$ cat config.mk
export PLATFORM = sky130hd
export DESIGN_NAME = triple_timer_clock_out
export DESIGN_NICKNAME = d
export VERILOG_FILES = /design/src/core/timer_pkg.sv /design/src/core/triple_timer_clock_out.sv
export VERILOG_INCLUDE_DIRS = /design/src /design/src/core
export SDC_FILE = /design/constraint.sdc
export NUM_CORES = 1
export LEC_CHECK = 0
export BUFFER_PORTS_ARGS = -buffer_cell sky130_fd_sc_hd__buf_4
export CORE_UTILIZATION = 29
export DETAILED_ROUTE_END_ITERATION = 8
export GPL_TIMING_DRIVEN = 0
export PLACE_DENSITY = 0.49
export SYNTH_ARGS = -nofsm -noshare
export SYNTH_HDL_FRONTEND = slang
export SYNTH_SLANG_ARGS = --single-unit
$ cat constraint.sdc
create_clock -name mclk -period 8.35 [get_ports mclk]
set_clock_uncertainty 0.05 [all_clocks]
set_input_delay 1.67 -clock mclk [delete_from_list [all_inputs] [get_ports mclk]]
set_output_delay 1.67 -clock mclk [all_outputs]
set_load 0.05 [all_outputs]
$ cat src/core/timer_map.svh
// Purpose: Constants for the triple timer block
// Assumes: 8-bit control registers, standard bit positions
// Notes: Included by the core only
`ifndef TIMER_MAP_SVH
`define TIMER_MAP_SVH
`define T01_MODE_RESET 8'h00
`define T01_CTRL_RESET 8'h00
`define T2_CTRL_RESET 8'h00
`define T2_MODE_RESET 8'h00
`define T2_EXT_ENABLE_BIT 3
`define T2_RUN_BIT 2
`define T2_COUNTER_BIT 1
`define T2_CAPTURE_BIT 0
`define T2_RCLK_BIT 5
`define T2_TCLK_BIT 4
`define T2_OUT_ENABLE_BIT 1
`define T0_RUN_BIT 4
`define T1_RUN_BIT 6
`define T0_OVF_BIT 5
`define T1_OVF_BIT 7
`define T2_OVF_BIT 7
`define T2_EXF_BIT 6
`define CYCLES_6CLK 4'd5
`define CYCLES_12CLK 4'd11
`endif

$ cat src/core/timer_pkg.sv
// Purpose: Types for the triple timer block
// Assumes: Constants come from the map header
// Notes: Mode field of a 4-bit timer slice
package timer_pkg;
  typedef enum logic [1:0] {
    MODE_13BIT,
    MODE_16BIT,
    MODE_8RELOAD,
    MODE_SPLIT
  } tmode_e;
endpackage

$ cat src/core/triple_timer_clock_out.sv
// Purpose: Three 16-bit timer/counters with programmable clock out
// Assumes: Control registers written by the core as plain ports
// Notes: Overflow flags are pulses; the core owns the sticky flags
`timescale 1ns/1ps
`default_nettype none
`include "timer_map.svh"
module triple_timer_clock_out
  import timer_pkg::*;
(
  input wire logic mclk, // 20 MHz core clock
  input wire logic arst_n, // Async reset, active low
  input wire logic clk6_mode, // High selects 6-clock machine cycle
  input wire logic [7:0] timer01_mode_reg, // Timer 0/1 mode
  input wire logic [7:0] timer01_control_reg, // Run bits
  input wire logic [7:0] timer2_control_reg, // Timer 2 control
  input wire logic [7:0] timer2_mode_reg, // Timer 2 mode
  input wire logic [7:0] timer2_reload_high, // Reload value high; capture goes to capture_high
  input wire logic [7:0] timer2_reload_low, // Reload value low; capture goes to capture_low
  input wire logic [2:0] byte_we_low, // Write strobe per timer low byte
  input wire logic [2:0] byte_we_high, // Write strobe per timer high byte
  input wire logic [7:0] byte_wdata, // Byte write data
  input wire logic t0_count_pin, // Timer 0 count input
  input wire logic t1_count_pin, // Timer 1 count input
  input wire logic ext_irq0_pin, // Timer 0 gate pin
  input wire logic ext_irq1_pin, // Timer 1 gate pin
  input wire logic timer2_ext_trigger_pin, // Timer 2 trigger
  input wire logic timer2_clock_pin_in, // Timer 2 pin level
  output logic timer2_clock_pin_out, // Clock-out level
  output logic timer2_clock_pin_oe, // Drive enable for clock out
  output logic [7:0] timer0_low_byte, // Timer 0 low
  output logic [7:0] timer0_high_byte, // Timer 0 high
  output logic [7:0] timer1_low_byte, // Timer 1 low
  output logic [7:0] timer1_high_byte, // Timer 1 high
  output logic [7:0] timer2_low_byte, // Timer 2 low
  output logic [7:0] timer2_high_byte, // Timer 2 high
  output logic [7:0] capture_high, // Captured high byte
  output logic [7:0] capture_low, // Captured low byte
  output logic capture_valid, // One-cycle pulse: capture taken
  output logic [2:0] ovf_pulse, // Overflow pulse per timer (t0,t1,t2)
  output logic t0_high_ovf_pulse, // Split-mode high byte overflow
  output logic t2_ext_pulse, // Trigger edge acted on
  output logic baud_tick // Timer 2 baud overflow pulse
);
  logic rst_s1, rst_n;
  always_ff @(posedge mclk or negedge arst_n) begin
    if (!arst_n) begin
      rst_s1 <= 1'b0;
      rst_n <= 1'b0;
    end else begin
      rst_s1 <= 1'b1;
      rst_n <= rst_s1;
    end
  end

  // Pin synchronisers, then one edge register each
  logic [4:0] pin_raw, pin_s1, pin_s2, pin_d;
  assign pin_raw = {timer2_clock_pin_in, timer2_ext_trigger_pin, ext_irq1_pin, ext_irq0_pin, t0_count_pin};
  logic t1c_s1, t1c_s2, t1c_d;
  always_ff @(posedge mclk or negedge rst_n) begin
    if (!rst_n) begin
      pin_s1 <= 5'h1f;
      pin_s2 <= 5'h1f;
      pin_d <= 5'h1f;
      t1c_s1 <= 1'b1;
      t1c_s2 <= 1'b1;
      t1c_d <= 1'b1;
    end else begin
      pin_s1 <= pin_raw;
      pin_s2 <= pin_s1;
      pin_d <= pin_s2;
      t1c_s1 <= t1_count_pin;
      t1c_s2 <= t1c_s1;
      t1c_d <= t1c_s2;
    end
  end
  logic [4:0] fall;
  assign fall = pin_d & ~pin_s2;
  logic t1_fall;
  assign t1_fall = t1c_d & ~t1c_s2;

  // Machine-cycle enable from the core clock
  logic [3:0] cyc_cnt;
  logic mc_tick;
  logic [3:0] cyc_max;
  assign cyc_max = clk6_mode ? `CYCLES_6CLK : `CYCLES_12CLK;
  always_ff @(posedge mclk or negedge rst_n) begin
    if (!rst_n) cyc_cnt <= 4'h0;
    else if (cyc_cnt >= cyc_max) cyc_cnt <= 4'h0;
    else cyc_cnt <= cyc_cnt + 4'h1;
  end
  assign mc_tick = (cyc_cnt == cyc_max);

  // Gate toggles: each falling edge on the gate pin flips on/off while the run bit is set
  logic [1:0] gate_on;
  logic [1:0] run_bit, ext_ctl;
  assign run_bit = {timer01_control_reg[`T1_RUN_BIT], timer01_control_reg[`T0_RUN_BIT]};
  assign ext_ctl = {timer01_mode_reg[7], timer01_mode_reg[3]};
  always_ff @(posedge mclk or negedge rst_n) begin
    if (!rst_n) gate_on <= 2'b00;
    else begin
      for (int i = 0; i < 2; i++) begin
        if (!run_bit[i]) gate_on[i] <= 1'b0;
        else if (fall[i + 1]) gate_on[i] <= ~gate_on[i];
      end
    end
  end

  logic [1:0] run01, inc01;
  logic [1:0] ctr_sel;
  assign ctr_sel = {timer01_mode_reg[6], timer01_mode_reg[2]};
  assign run01 = run_bit & (~ext_ctl | gate_on);
  assign inc01[0] = run01[0] & (ctr_sel[0] ? fall[0] : mc_tick);
  assign inc01[1] = run01[1] & (ctr_sel[1] ? t1_fall : mc_tick);

  tmode_e m0, m1;
  assign m0 = tmode_e'(timer01_mode_reg[1:0]);
  assign m1 = tmode_e'(timer01_mode_reg[5:4]);

  // Timer 0
  always_ff @(posedge mclk or negedge rst_n) begin
    if (!rst_n) begin
      timer0_low_byte <= 8'h00;
      timer0_high_byte <= 8'h00;
      ovf_pulse[0] <= 1'b0;
      t0_high_ovf_pulse <= 1'b0;
    end else begin
      ovf_pulse[0] <= 1'b0;
      t0_high_ovf_pulse <= 1'b0;
      if (inc01[0]) begin
        case (m0)
          MODE_13BIT: begin
            timer0_low_byte <= {3'h0, timer0_low_byte[4:0] + 5'h01};
            if (timer0_low_byte[4:0] == 5'h1f) begin
              timer0_high_byte <= timer0_high_byte + 8'h01;
              ovf_pulse[0] <= (timer0_high_byte == 8'hff);
            end
          end
          MODE_16BIT: begin
            timer0_low_byte <= timer0_low_byte + 8'h01;
            if (timer0_low_byte == 8'hff) begin
              timer0_high_byte <= timer0_high_byte + 8'h01;
              ovf_pulse[0] <= (timer0_high_byte == 8'hff);
            end
          end
          MODE_8RELOAD: begin
            timer0_low_byte <= (timer0_low_byte == 8'hff) ? timer0_high_byte : timer0_low_byte + 8'h01;
            ovf_pulse[0] <= (timer0_low_byte == 8'hff);
          end
          default: begin
            timer0_low_byte <= timer0_low_byte + 8'h01;
            ovf_pulse[0] <= (timer0_low_byte == 8'hff);
          end
        endcase
      end
      // Split mode: high byte is a timer run by timer 1's run bit
      if (m0 == MODE_SPLIT && run_bit[1] && mc_tick) begin
        timer0_high_byte <= timer0_high_byte + 8'h01;
        t0_high_ovf_pulse <= (timer0_high_byte == 8'hff);
      end
      if (byte_we_low[0]) timer0_low_byte <= byte_wdata;
      if (byte_we_high[0]) timer0_high_byte <= byte_wdata;
    end
  end

  // Timer 1; mode 3 holds the count
  always_ff @(posedge mclk or negedge rst_n) begin
    if (!rst_n) begin
      timer1_low_byte <= 8'h00;
      timer1_high_byte <= 8'h00;
      ovf_pulse[1] <= 1'b0;
    end else begin
      ovf_pulse[1] <= 1'b0;
      if (inc01[1]) begin
        case (m1)
          MODE_13BIT: begin
            timer1_low_byte <= {3'h0, timer1_low_byte[4:0] + 5'h01};
            if (timer1_low_byte[4:0] == 5'h1f) begin
              timer1_high_byte <= timer1_high_byte + 8'h01;
              ovf_pulse[1] <= (timer1_high_byte == 8'hff);
            end
          end
          MODE_16BIT: begin
            timer1_low_byte <= timer1_low_byte + 8'h01;
            if (timer1_low_byte == 8'hff) begin
              timer1_high_byte <= timer1_high_byte + 8'h01;
              ovf_pulse[1] <= (timer1_high_byte == 8'hff);
            end
          end
          MODE_8RELOAD: begin
            timer1_low_byte <= (timer1_low_byte == 8'hff) ? timer1_high_byte : timer1_low_byte + 8'h01;
            ovf_pulse[1] <= (timer1_low_byte == 8'hff);
          end
          default: ;
        endcase
      end
      if (byte_we_low[1]) timer1_low_byte <= byte_wdata;
      if (byte_we_high[1]) timer1_high_byte <= byte_wdata;
    end
  end

  // Timer 2
  logic t2_run, t2_ctr, t2_cap, t2_exen, t2_baud, t2_oe, t2_inc, t2_wrap, t2_trig;
  logic [15:0] t2_cnt, t2_reload;
  assign t2_run = timer2_control_reg[`T2_RUN_BIT];
  assign t2_ctr = timer2_control_reg[`T2_COUNTER_BIT];
  assign t2_cap = timer2_control_reg[`T2_CAPTURE_BIT];
  assign t2_exen = timer2_control_reg[`T2_EXT_ENABLE_BIT];
  assign t2_baud = timer2_control_reg[`T2_RCLK_BIT] | timer2_control_reg[`T2_TCLK_BIT];
  assign t2_oe = timer2_mode_reg[`T2_OUT_ENABLE_BIT] & ~t2_ctr;
  assign t2_cnt = {timer2_high_byte, timer2_low_byte};
  assign t2_reload = {timer2_reload_high, timer2_reload_low};
  // Baud and clock-out count at half the core clock (full clock in 6-clock mode), giving n = 2 then 4 with the toggle in 12-clock mode
  logic half_tick;
  always_ff @(posedge mclk or negedge rst_n) begin
    if (!rst_n) half_tick <= 1'b0;
    else half_tick <= ~half_tick;
  end
  logic fast_mode;
  assign fast_mode = t2_baud | t2_oe;
  logic fast_en;
  assign fast_en = clk6_mode ? 1'b1 : half_tick;
  assign t2_inc = t2_run & (t2_ctr ? fall[4] : (fast_mode ? fast_en : mc_tick));
  assign t2_wrap = t2_inc & (t2_cnt == 16'hffff);
  assign t2_trig = t2_exen & fall[3] & ~t2_baud;
  logic [15:0] next_t2;
  always_comb begin
    next_t2 = t2_cnt;
    if (t2_wrap) next_t2 = (t2_cap && !fast_mode) ? 16'h0000 : t2_reload;
    else if (t2_inc) next_t2 = t2_cnt + 16'h0001;
    if (t2_trig && !t2_cap) next_t2 = t2_reload;
  end
  always_ff @(posedge mclk or negedge rst_n) begin
    if (!rst_n) begin
      timer2_low_byte <= 8'h00;
      timer2_high_byte <= 8'h00;
      capture_high <= 8'h00;
      capture_low <= 8'h00;
      capture_valid <= 1'b0;
      ovf_pulse[2] <= 1'b0;
      baud_tick <= 1'b0;
      t2_ext_pulse <= 1'b0;
      timer2_clock_pin_out <= 1'b0;
      timer2_clock_pin_oe <= 1'b0;
    end else begin
      timer2_low_byte <= byte_we_low[2] ? byte_wdata : next_t2[7:0];
      timer2_high_byte <= byte_we_high[2] ? byte_wdata : next_t2[15:8];
      capture_valid <= t2_trig & t2_cap;
      if (t2_trig && t2_cap) begin
        capture_high <= timer2_high_byte;
        capture_low <= timer2_low_byte;
      end
      ovf_pulse[2] <= t2_wrap & ~fast_mode;
      baud_tick <= t2_wrap & t2_baud;
      t2_ext_pulse <= t2_trig;
      timer2_clock_pin_oe <= t2_oe;
      if (!t2_oe) timer2_clock_pin_out <= 1'b0;
      else if (t2_wrap) timer2_clock_pin_out <= ~timer2_clock_pin_out;
    end
  end

  chk_baud_no_irq: assert property (@(posedge mclk) disable iff (!rst_n)
    (t2_wrap && fast_mode) |=> !ovf_pulse[2]) else $error("timer 2 irq in baud/clock-out");
  chk_trig_baud: assert property (@(posedge mclk) disable iff (!rst_n)
    (t2_baud && fall[3]) |=> (!t2_ext_pulse && !capture_valid)) else $error("trigger acted in baud mode");
  chk_t1_mode3: assert property (@(posedge mclk) disable iff (!rst_n)
    (m1 == MODE_SPLIT && !byte_we_low[1]) |=> $stable(timer1_low_byte)) else $error("timer 1 ran in mode 3");
  chk_t0_stop: assert property (@(posedge mclk) disable iff (!rst_n)
    (!run_bit[0] && !byte_we_low[0]) |=> $stable(timer0_low_byte)) else $error("timer 0 ran while stopped");
  chk_t1_stop: assert property (@(posedge mclk) disable iff (!rst_n)
    (!run_bit[1] && !byte_we_low[1]) |=> $stable(timer1_low_byte)) else $error("timer 1 ran while stopped");
  chk_gate_toggle: assert property (@(posedge mclk) disable iff (!rst_n)
    (run_bit[0] && $past(run_bit[0]) && $past(fall[1])) |-> (gate_on[0] != $past(gate_on[0]))) else $error("gate 0 no toggle");
  chk_clock_out: assert property (@(posedge mclk) disable iff (!rst_n)
    (t2_wrap && t2_oe && $past(t2_oe)) |=> (timer2_clock_pin_out != $past(timer2_clock_pin_out))) else $error("clock out missed toggle");
  chk_reload_ovf: assert property (@(posedge mclk) disable iff (!rst_n)
    (t2_wrap && !t2_cap && !byte_we_low[2] && !byte_we_high[2]) |=> (t2_cnt == $past(t2_reload))) else $error("no reload");
endmodule
`default_nettype wire
==> results.json, run 1 <==
{
  "dpl.hpwl_mm": 11.88,
  "synth-seq-cells": 100,
  "clk_latency_ns": 0.35,
  "setup_violations": 0,
  "areaGrowthSynthToFinish_pct": 29.28,
  "cts_htree_levels": 3,
  "pwr_density_cell_nw_per_um2": 220.1,
  "grt_pass1_wl_mm": 25.25,
  "status": "complete, but fails checks",
  "gp_congestion": 0.8361,
  "worstPathRequired_ns": 8.57,
  "finalMaxSlewViolations": 0,
  "endpoint_kind": "register",
  "final_nets": 743,
  "path_clk_slew_ns": 0.07,
  "critPathKind": "in -> reg",
  "ctsHoldBuffers": 0,
  "cts_max_path_buffers": 2,
  "min_path_cells": 0,
  "seq_area_um2": 2529,
  "cts_tree": "built",
  "total_power_mw": 1.532,
  "stdcell_count": 890,
  "fmax_mhz": 267.7,
  "fin_util_pct": 38.49,
  "post-cts-setup-buffers": 0,
  "track_usage_pct": 16.91,
  "worst-path-max-fanout": 9,
  "ys_warn_count": 0,
  "setup_tns_ns": 0,
  "finalHoldViolations": 0,
  "wl_mm": 15.74,
  "min_path_type": "reg -> reg",
  "fp-row-count": 49,
  "io_buffer_count": 124,
  "dpl.cell_count": 874,
  "pre_cts_ws_ns": 4.292,
  "synth_enable_flop_cells": 0,
  "grt_max_degree": 52,
  "reg2reg_to": "timer1_low_byte[6]",
  "startpoint": "clk6_mode",
  "antenna_found_initial": 0,
  "violations": "DRC",
  "ys.flop_type": "dfrtp_1",
  "synth-seq-area-share_pct": 46.89,
  "drtAntennaViolNets": 0,
  "viasPerCell": 5.126,
  "avgSynthCellArea_um2": 10.36,
  "cts_root_buf": "clkbuf_16",
  "slew_headroom_pct": 44.50,
  "netlist_area_um2": 5385,
  "synthCells": 520,
  "r2r_slack_ns": 5.67,
  "num_antenna_cells": 0,
  "min_period_over_period_pct": 44.73,
  "wl_per_cell_um": 17.69,
  "dieHeight_um": 138.3,
  "post-route-drc-count": 12,
  "dieArea_um2": 19120,
  "ff2ff_path_depth": 8,
  "multi_input_area_um2": 2688,
  "pin_count": 144,
  "vdd_drop_max_mv": 0.09651,
  "rsz0062_at_grt": "false",
  "vias": 4562,
  "cts.repair.resized": 0,
  "worst_pin_slew_ns": 0.8317,
  "syn_nets": 607,
  "min_period_ns": 3.735,
  "drt_iter0_markers": 304,
  "grt_pass1_vias": 4499,
  "start_util_pct": 29.78,
  "worstHoldStart": "rst_s1",
  "arrival_ns": 3.96,
  "synthArstFlopShare_pct": 100.0,
  "reg2reg_from": "cyc_cnt[2]",
  "cts_made_buffers": 9,
  "maxCapViolCount": 0,
  "drive_gt1_share_pct": 31.01,
  "power_leakage_nw": 3.075,
  "drt-pass1-iter-count": 7,
  "core_region_area_um2": 18090,
  "fill_cells": 1804,
  "die_width_um": 138.3,
  "grt_overflow": 0,
  "holdPathEnd": "rst_n",
  "synth.distinct_cells": 67,
  "worst_setup_path_start_kind": "input pin",
  "worst_slack_ns": 4.615,
  "cts_sinks": 100
}
[cells in the final DEF, fill, tap and decap left out, types with 12 or more instances in the layout]
cell,count
ha_1,16
and3_1,15
xnor2_1,12
inv_1,21
nor2_1,41
a21oi_1,17
nand2_1,44
clkbuf_1,19
nand3_1,22
mux2_2,16
xor2_1,23
dfstp_2,18
buf_4,124
a221oi_1,16
o21ai_0,20
dfrtp_1,81
[kinds of logic after synthesis]
family | Yosys count | share of synthesized area, %
and+or+nand+nor | 180 | 17.40
buffers and inverters | 43 | 3.206
muxes | 24 | 4.833
DFF | 100 | 46.89
xor gates and xnor gates | 35 | 5.692
adders and majority gates | 16 | 3.717
other | 1 | 0.06964
AOI/OAI and AO/OA | 121 | 18.19
[state kept, by name, summed over array words and instances, names as in the netlist, 2 cells and up]
| name | count |
|---|---|
| capture_high | 8 |
| capture_low | 8 |
| timer0_high_byte | 8 |
| timer0_low_byte | 8 |
| timer1_high_byte | 8 |
| timer1_low_byte | 8 |
| timer2_high_byte | 8 |
| timer2_low_byte | 8 |
| pin_d | 5 |
| pin_s1 | 5 |
| pin_s2 | 5 |
| cyc_cnt | 4 |
| ovf_pulse | 3 |
| gate_on | 2 |
[critical path, stage by stage]
cell,delay (ns)
buf_4,0.11
inv_1,0.04
ha_1,0.33
a41o_1,0.18
o2111ai_1,0.41
or2_2,0.45
clkbuf_1,0.22
a311oi_1,0.30
a211oi_1,0.10
a21oi_1,0.13
[layout make-up]
| cell class | count | share of cell area [%] |
|---|---|---|
| plain buffers | 22 | 1.348 |
| clock inverters | 5 | 1.222 |
| multi-input cells | 377 | 38.61 |
| repair buffers | 125 | 13.77 |
| flip-flops and latches | 100 | 36.32 |
| clock buffers | 11 | 3.487 |
| inverters | 21 | 1.132 |
| well taps | 229 | 4.116 |
[report_power, final]
part           internal [mW]  switching, mW
logic                  0.159          0.287
clock network          0.273          0.194
registers              0.547         0.0730
[layer usage]
metal  vias to the layer above  routed length (um)  GRT usage, %
met4                         0                 183         5.381
met5                         -                   0             0
li1                       2175                   -             -
met1                      2251                7169         22.55
met2                       125                7641         27.82
met3                        11                 749         3.048
[Yosys cell counts, types with 3 or more instances]
library cell,instances,area share (%)
nor3b_1,4,0.56
buf_2,3,0.28
nand2b_1,10,1.2
mux2i_1,8,1.5
inv_1,21,1.5
o31ai_1,5,0.70
dfrtp_1,82,38
a221oi_1,16,2.6
a21oi_1,17,1.6
o221ai_1,3,0.49
o21ai_0,20,1.9
a31oi_1,3,0.35
a22oi_1,5,0.70
xor2_1,23,3.7
mux2_2,16,3.3
nor2b_1,5,0.58
nand4_1,9,1.0
nand2_1,44,3.1
clkbuf_1,18,1.3
or2_2,3,0.35
a21o_1,5,0.70
a21boi_2,3,0.63
o21ai_1,3,0.28
nor2_1,41,2.9
nand3_1,22,2.0
nor3_1,8,0.74
a221oi_2,9,2.5
a211oi_1,5,0.70
dfstp_2,18,8.8
and3_1,15,1.7
ha_1,16,3.7
or3_1,3,0.35
xnor2_1,12,2.0
and2_1,3,0.35
[metrics by stage]
stage / hold WS [ns] / instance area [um^2]
4_1_cts: 0.3066 / 6962
3_3_place_gp: 0.2885 / 6603
3_5_place_dp: 0.2912 / 6634
2_1_floorplan: 0.2812 / 5385
5_1_grt: 0.3141 / 6962
6_report: 0.3057 / 6962
[how the worst max path moves through the flow]
| stage | end | slack, ns | depth (start not counted) |
|---|---|---|---|
| detailed placement | timer1_low_byte[0] | 4.29 | 10 |
| finish | timer1_low_byte[6] | 4.61 | 10 |
| floorplan | timer0_high_byte[5] | 4.88 | 8 |
| global placement | timer1_low_byte[4] | 3.95 | 0 |
| CTS | timer1_low_byte[6] | 4.66 | 10 |
| global route | timer1_low_byte[2] | 4.49 | 9 |
Note: power is estimated with default switching activity, not from simulation.
==> run 2: changes to the inputs <==
PLACE_DENSITY = 0.51   (was 0.49)
clock period = 3.4 ns   (was 8.35 ns; I/O delays follow)
==> run 2 against run 1 <==
The run still ends with DRC left. Clock-buffer cell count shrank 1. Global-route usage increased by 0.15 points. Critical path depth did not move. Utilization is 0.25 points lower. Setup slack got worse by 3.8 ns. Clock power grew 120%. Sequential cell count did not move. Non-clock buffer count unchanged. Sequential power up 150%. Wire length is 0.51% higher. Sequential share of layout area rose by 0.24 points. Critical endpoint unchanged. Largest cell class unchanged. Highest routed layer unchanged.
==> results.json, run 2 (synthesized netlist as in run 1, its figures left out) <==
{
  "start_util_pct": 29.78,
  "status": "complete, but fails checks",
  "violations": "DRC",
  "dieHeight_um": 138.3,
  "die_width_um": 138.3,
  "max_stage_delay_ns": 0.42,
  "core_region_area_um2": 18090,
  "fin_util_pct": 38.24,
  "cts_root_buf": "clkbuf_16",
  "cts_sinks": 100,
  "cts_htree_levels": 3,
  "arrival_ns": 2.86,
  "cts_made_buffers": 9,
  "worst-path-max-fanout": 9,
  "min_period_ns": 2.633,
  "gp_congestion": 0.8454,
  "path_cells": "buf_4 > inv_1 > ha_1 > a41o_1 > o2111ai_1 > or2_2 > clkbuf_1 > a311oi_1 > a211oi_1 > a21oi_1",
  "grt_overflow": 0,
  "post-cts-setup-buffers": 0,
  "rsz0062_at_grt": "false",
  "maxCapViolCount": 0,
  "viasPerCell": 5.162,
  "wl_per_cell_um": 17.78,
  "dpl.hpwl_mm": 11.93,
  "critPathKind": "in -> reg",
  "endpoint_kind": "register",
  "drt_iter0_markers": 415,
  "layout_commonest_cell": "buf_4",
  "cts_tree": "built",
  "layout_common_cells": "124 x buf_4, 81 x dfrtp_1, 44 x nand2_1, 41 x nor2_1, 23 x xor2_1",
  "worst_slack_ns": 0.7671,
  "routed.top_layer": "met4",
  "io_buffer_count": 124,
  "cts.repair.resized": 0,
  "wl_mm": 15.82,
  "vias": 4594,
  "drtAntennaViolNets": 0,
  "critPathSlowestCell": "or2_2",
  "antenna_found_initial": 0,
  "wl_met3_um": 775,
  "final_nets": 743,
  "num_antenna_cells": 0,
  "drt-pass1-iter-count": 8,
  "path_clk_slew_ns": 0.07,
  "min_period_over_period_pct": 77.44,
  "vdd_drop_max_mv": 0.2812,
  "areaGrowthSynthToFinish_pct": 28.44,
  "slew_headroom_pct": 51.79,
  "track_usage_pct": 17.06,
  "cts_max_path_buffers": 2,
  "hold_ws_ns": 0.04467,
  "grt_pass1_vias": 4620,
  "drive_gt1_share_pct": 31.16,
  "finalHoldViolations": 0,
  "r2r_slack_ns": 0.81,
  "pwr_density_cell_nw_per_um2": 525.1,
  "total_power_mw": 3.632,
  "wl_met1_mm": 7.080,
  "dpl.cell_count": 874,
  "dieArea_um2": 19120,
  "pin_count": 144,
  "fin_area_um2": 6917,
  "worst_pin_slew_ns": 0.7224,
  "pre_cts_ws_ns": 0.3486,
  "place_area_um2": 6634,
  "worst_setup_path_start_kind": "input pin",
  "setup_tns_ns": 0,
  "setup_violations": 0,
  "post-route-drc-count": 16,
  "wl_met2_mm": 7.710,
  "grt_max_degree": 55,
  "fp-row-count": 49,
  "fmax_mhz": 379.8,
  "ctsHoldBuffers": 0,
  "clk_latency_ns": 0.35,
  "min_path_type": "in -> async",
  "grt_pass1_wl_mm": 25.46,
  "finalMaxSlewViolations": 0,
  "stdcell_count": 890,
  "worstPathRequired_ns": 3.63,
  "power_leakage_nw": 3.063
}
-- run 2: area by class of cell --
cell class / instances / area (um^2)
flip-flops and latches: 100 / 2529
repair buffers: 125 / 958.4
well taps: 229 / 286.5
plain buffers: 22 / 93.84
clock inverters: 6 / 43.79
clock buffers: 10 / 239.0
fillers: 1839 / 11170
multi-input cells: 377 / 2688
inverters: 21 / 78.83
-- run 2: worst paths after layout --
check / startpoint / to / depth (start not counted)
max: clk6_mode / timer1_low_byte[6] / 10
min: arst_n / rst_s1 / 1
max reg2reg: timer2_low_byte[0] / timer2_low_byte[7] / 7
min reg2reg: rst_s1 / rst_n / 0
max in group asynchronous: rst_n / pin_d[3] / 1
min in group mclk: rst_s1 / rst_n / 0
-- run 2: metal layers --
layer	vias up	track usage [%]
li1	2166	-
met5	-	0
met3	17	3.360
met2	133	28.03
met1	2278	22.05
met4	0	6.919
-- run 2: power by group --
group	switching, mW	internal [mW]	leakage (nW)
sequential	0.179	1.34	1.20
clock	0.491	0.524	0.144
combinational	0.704	0.392	1.72
-- run 2: critical path: cells and delay by family --
| kind | cells | cell delay [ns] |
|---|---|---|
| AO/OA/AOI/OAI | 5 | 1.05 |
| adder cells (fa/ha/maj) | 1 | 0.32 |
| buffers and inverters | 3 | 0.37 |
| AND/OR/NAND/NOR | 1 | 0.42 |
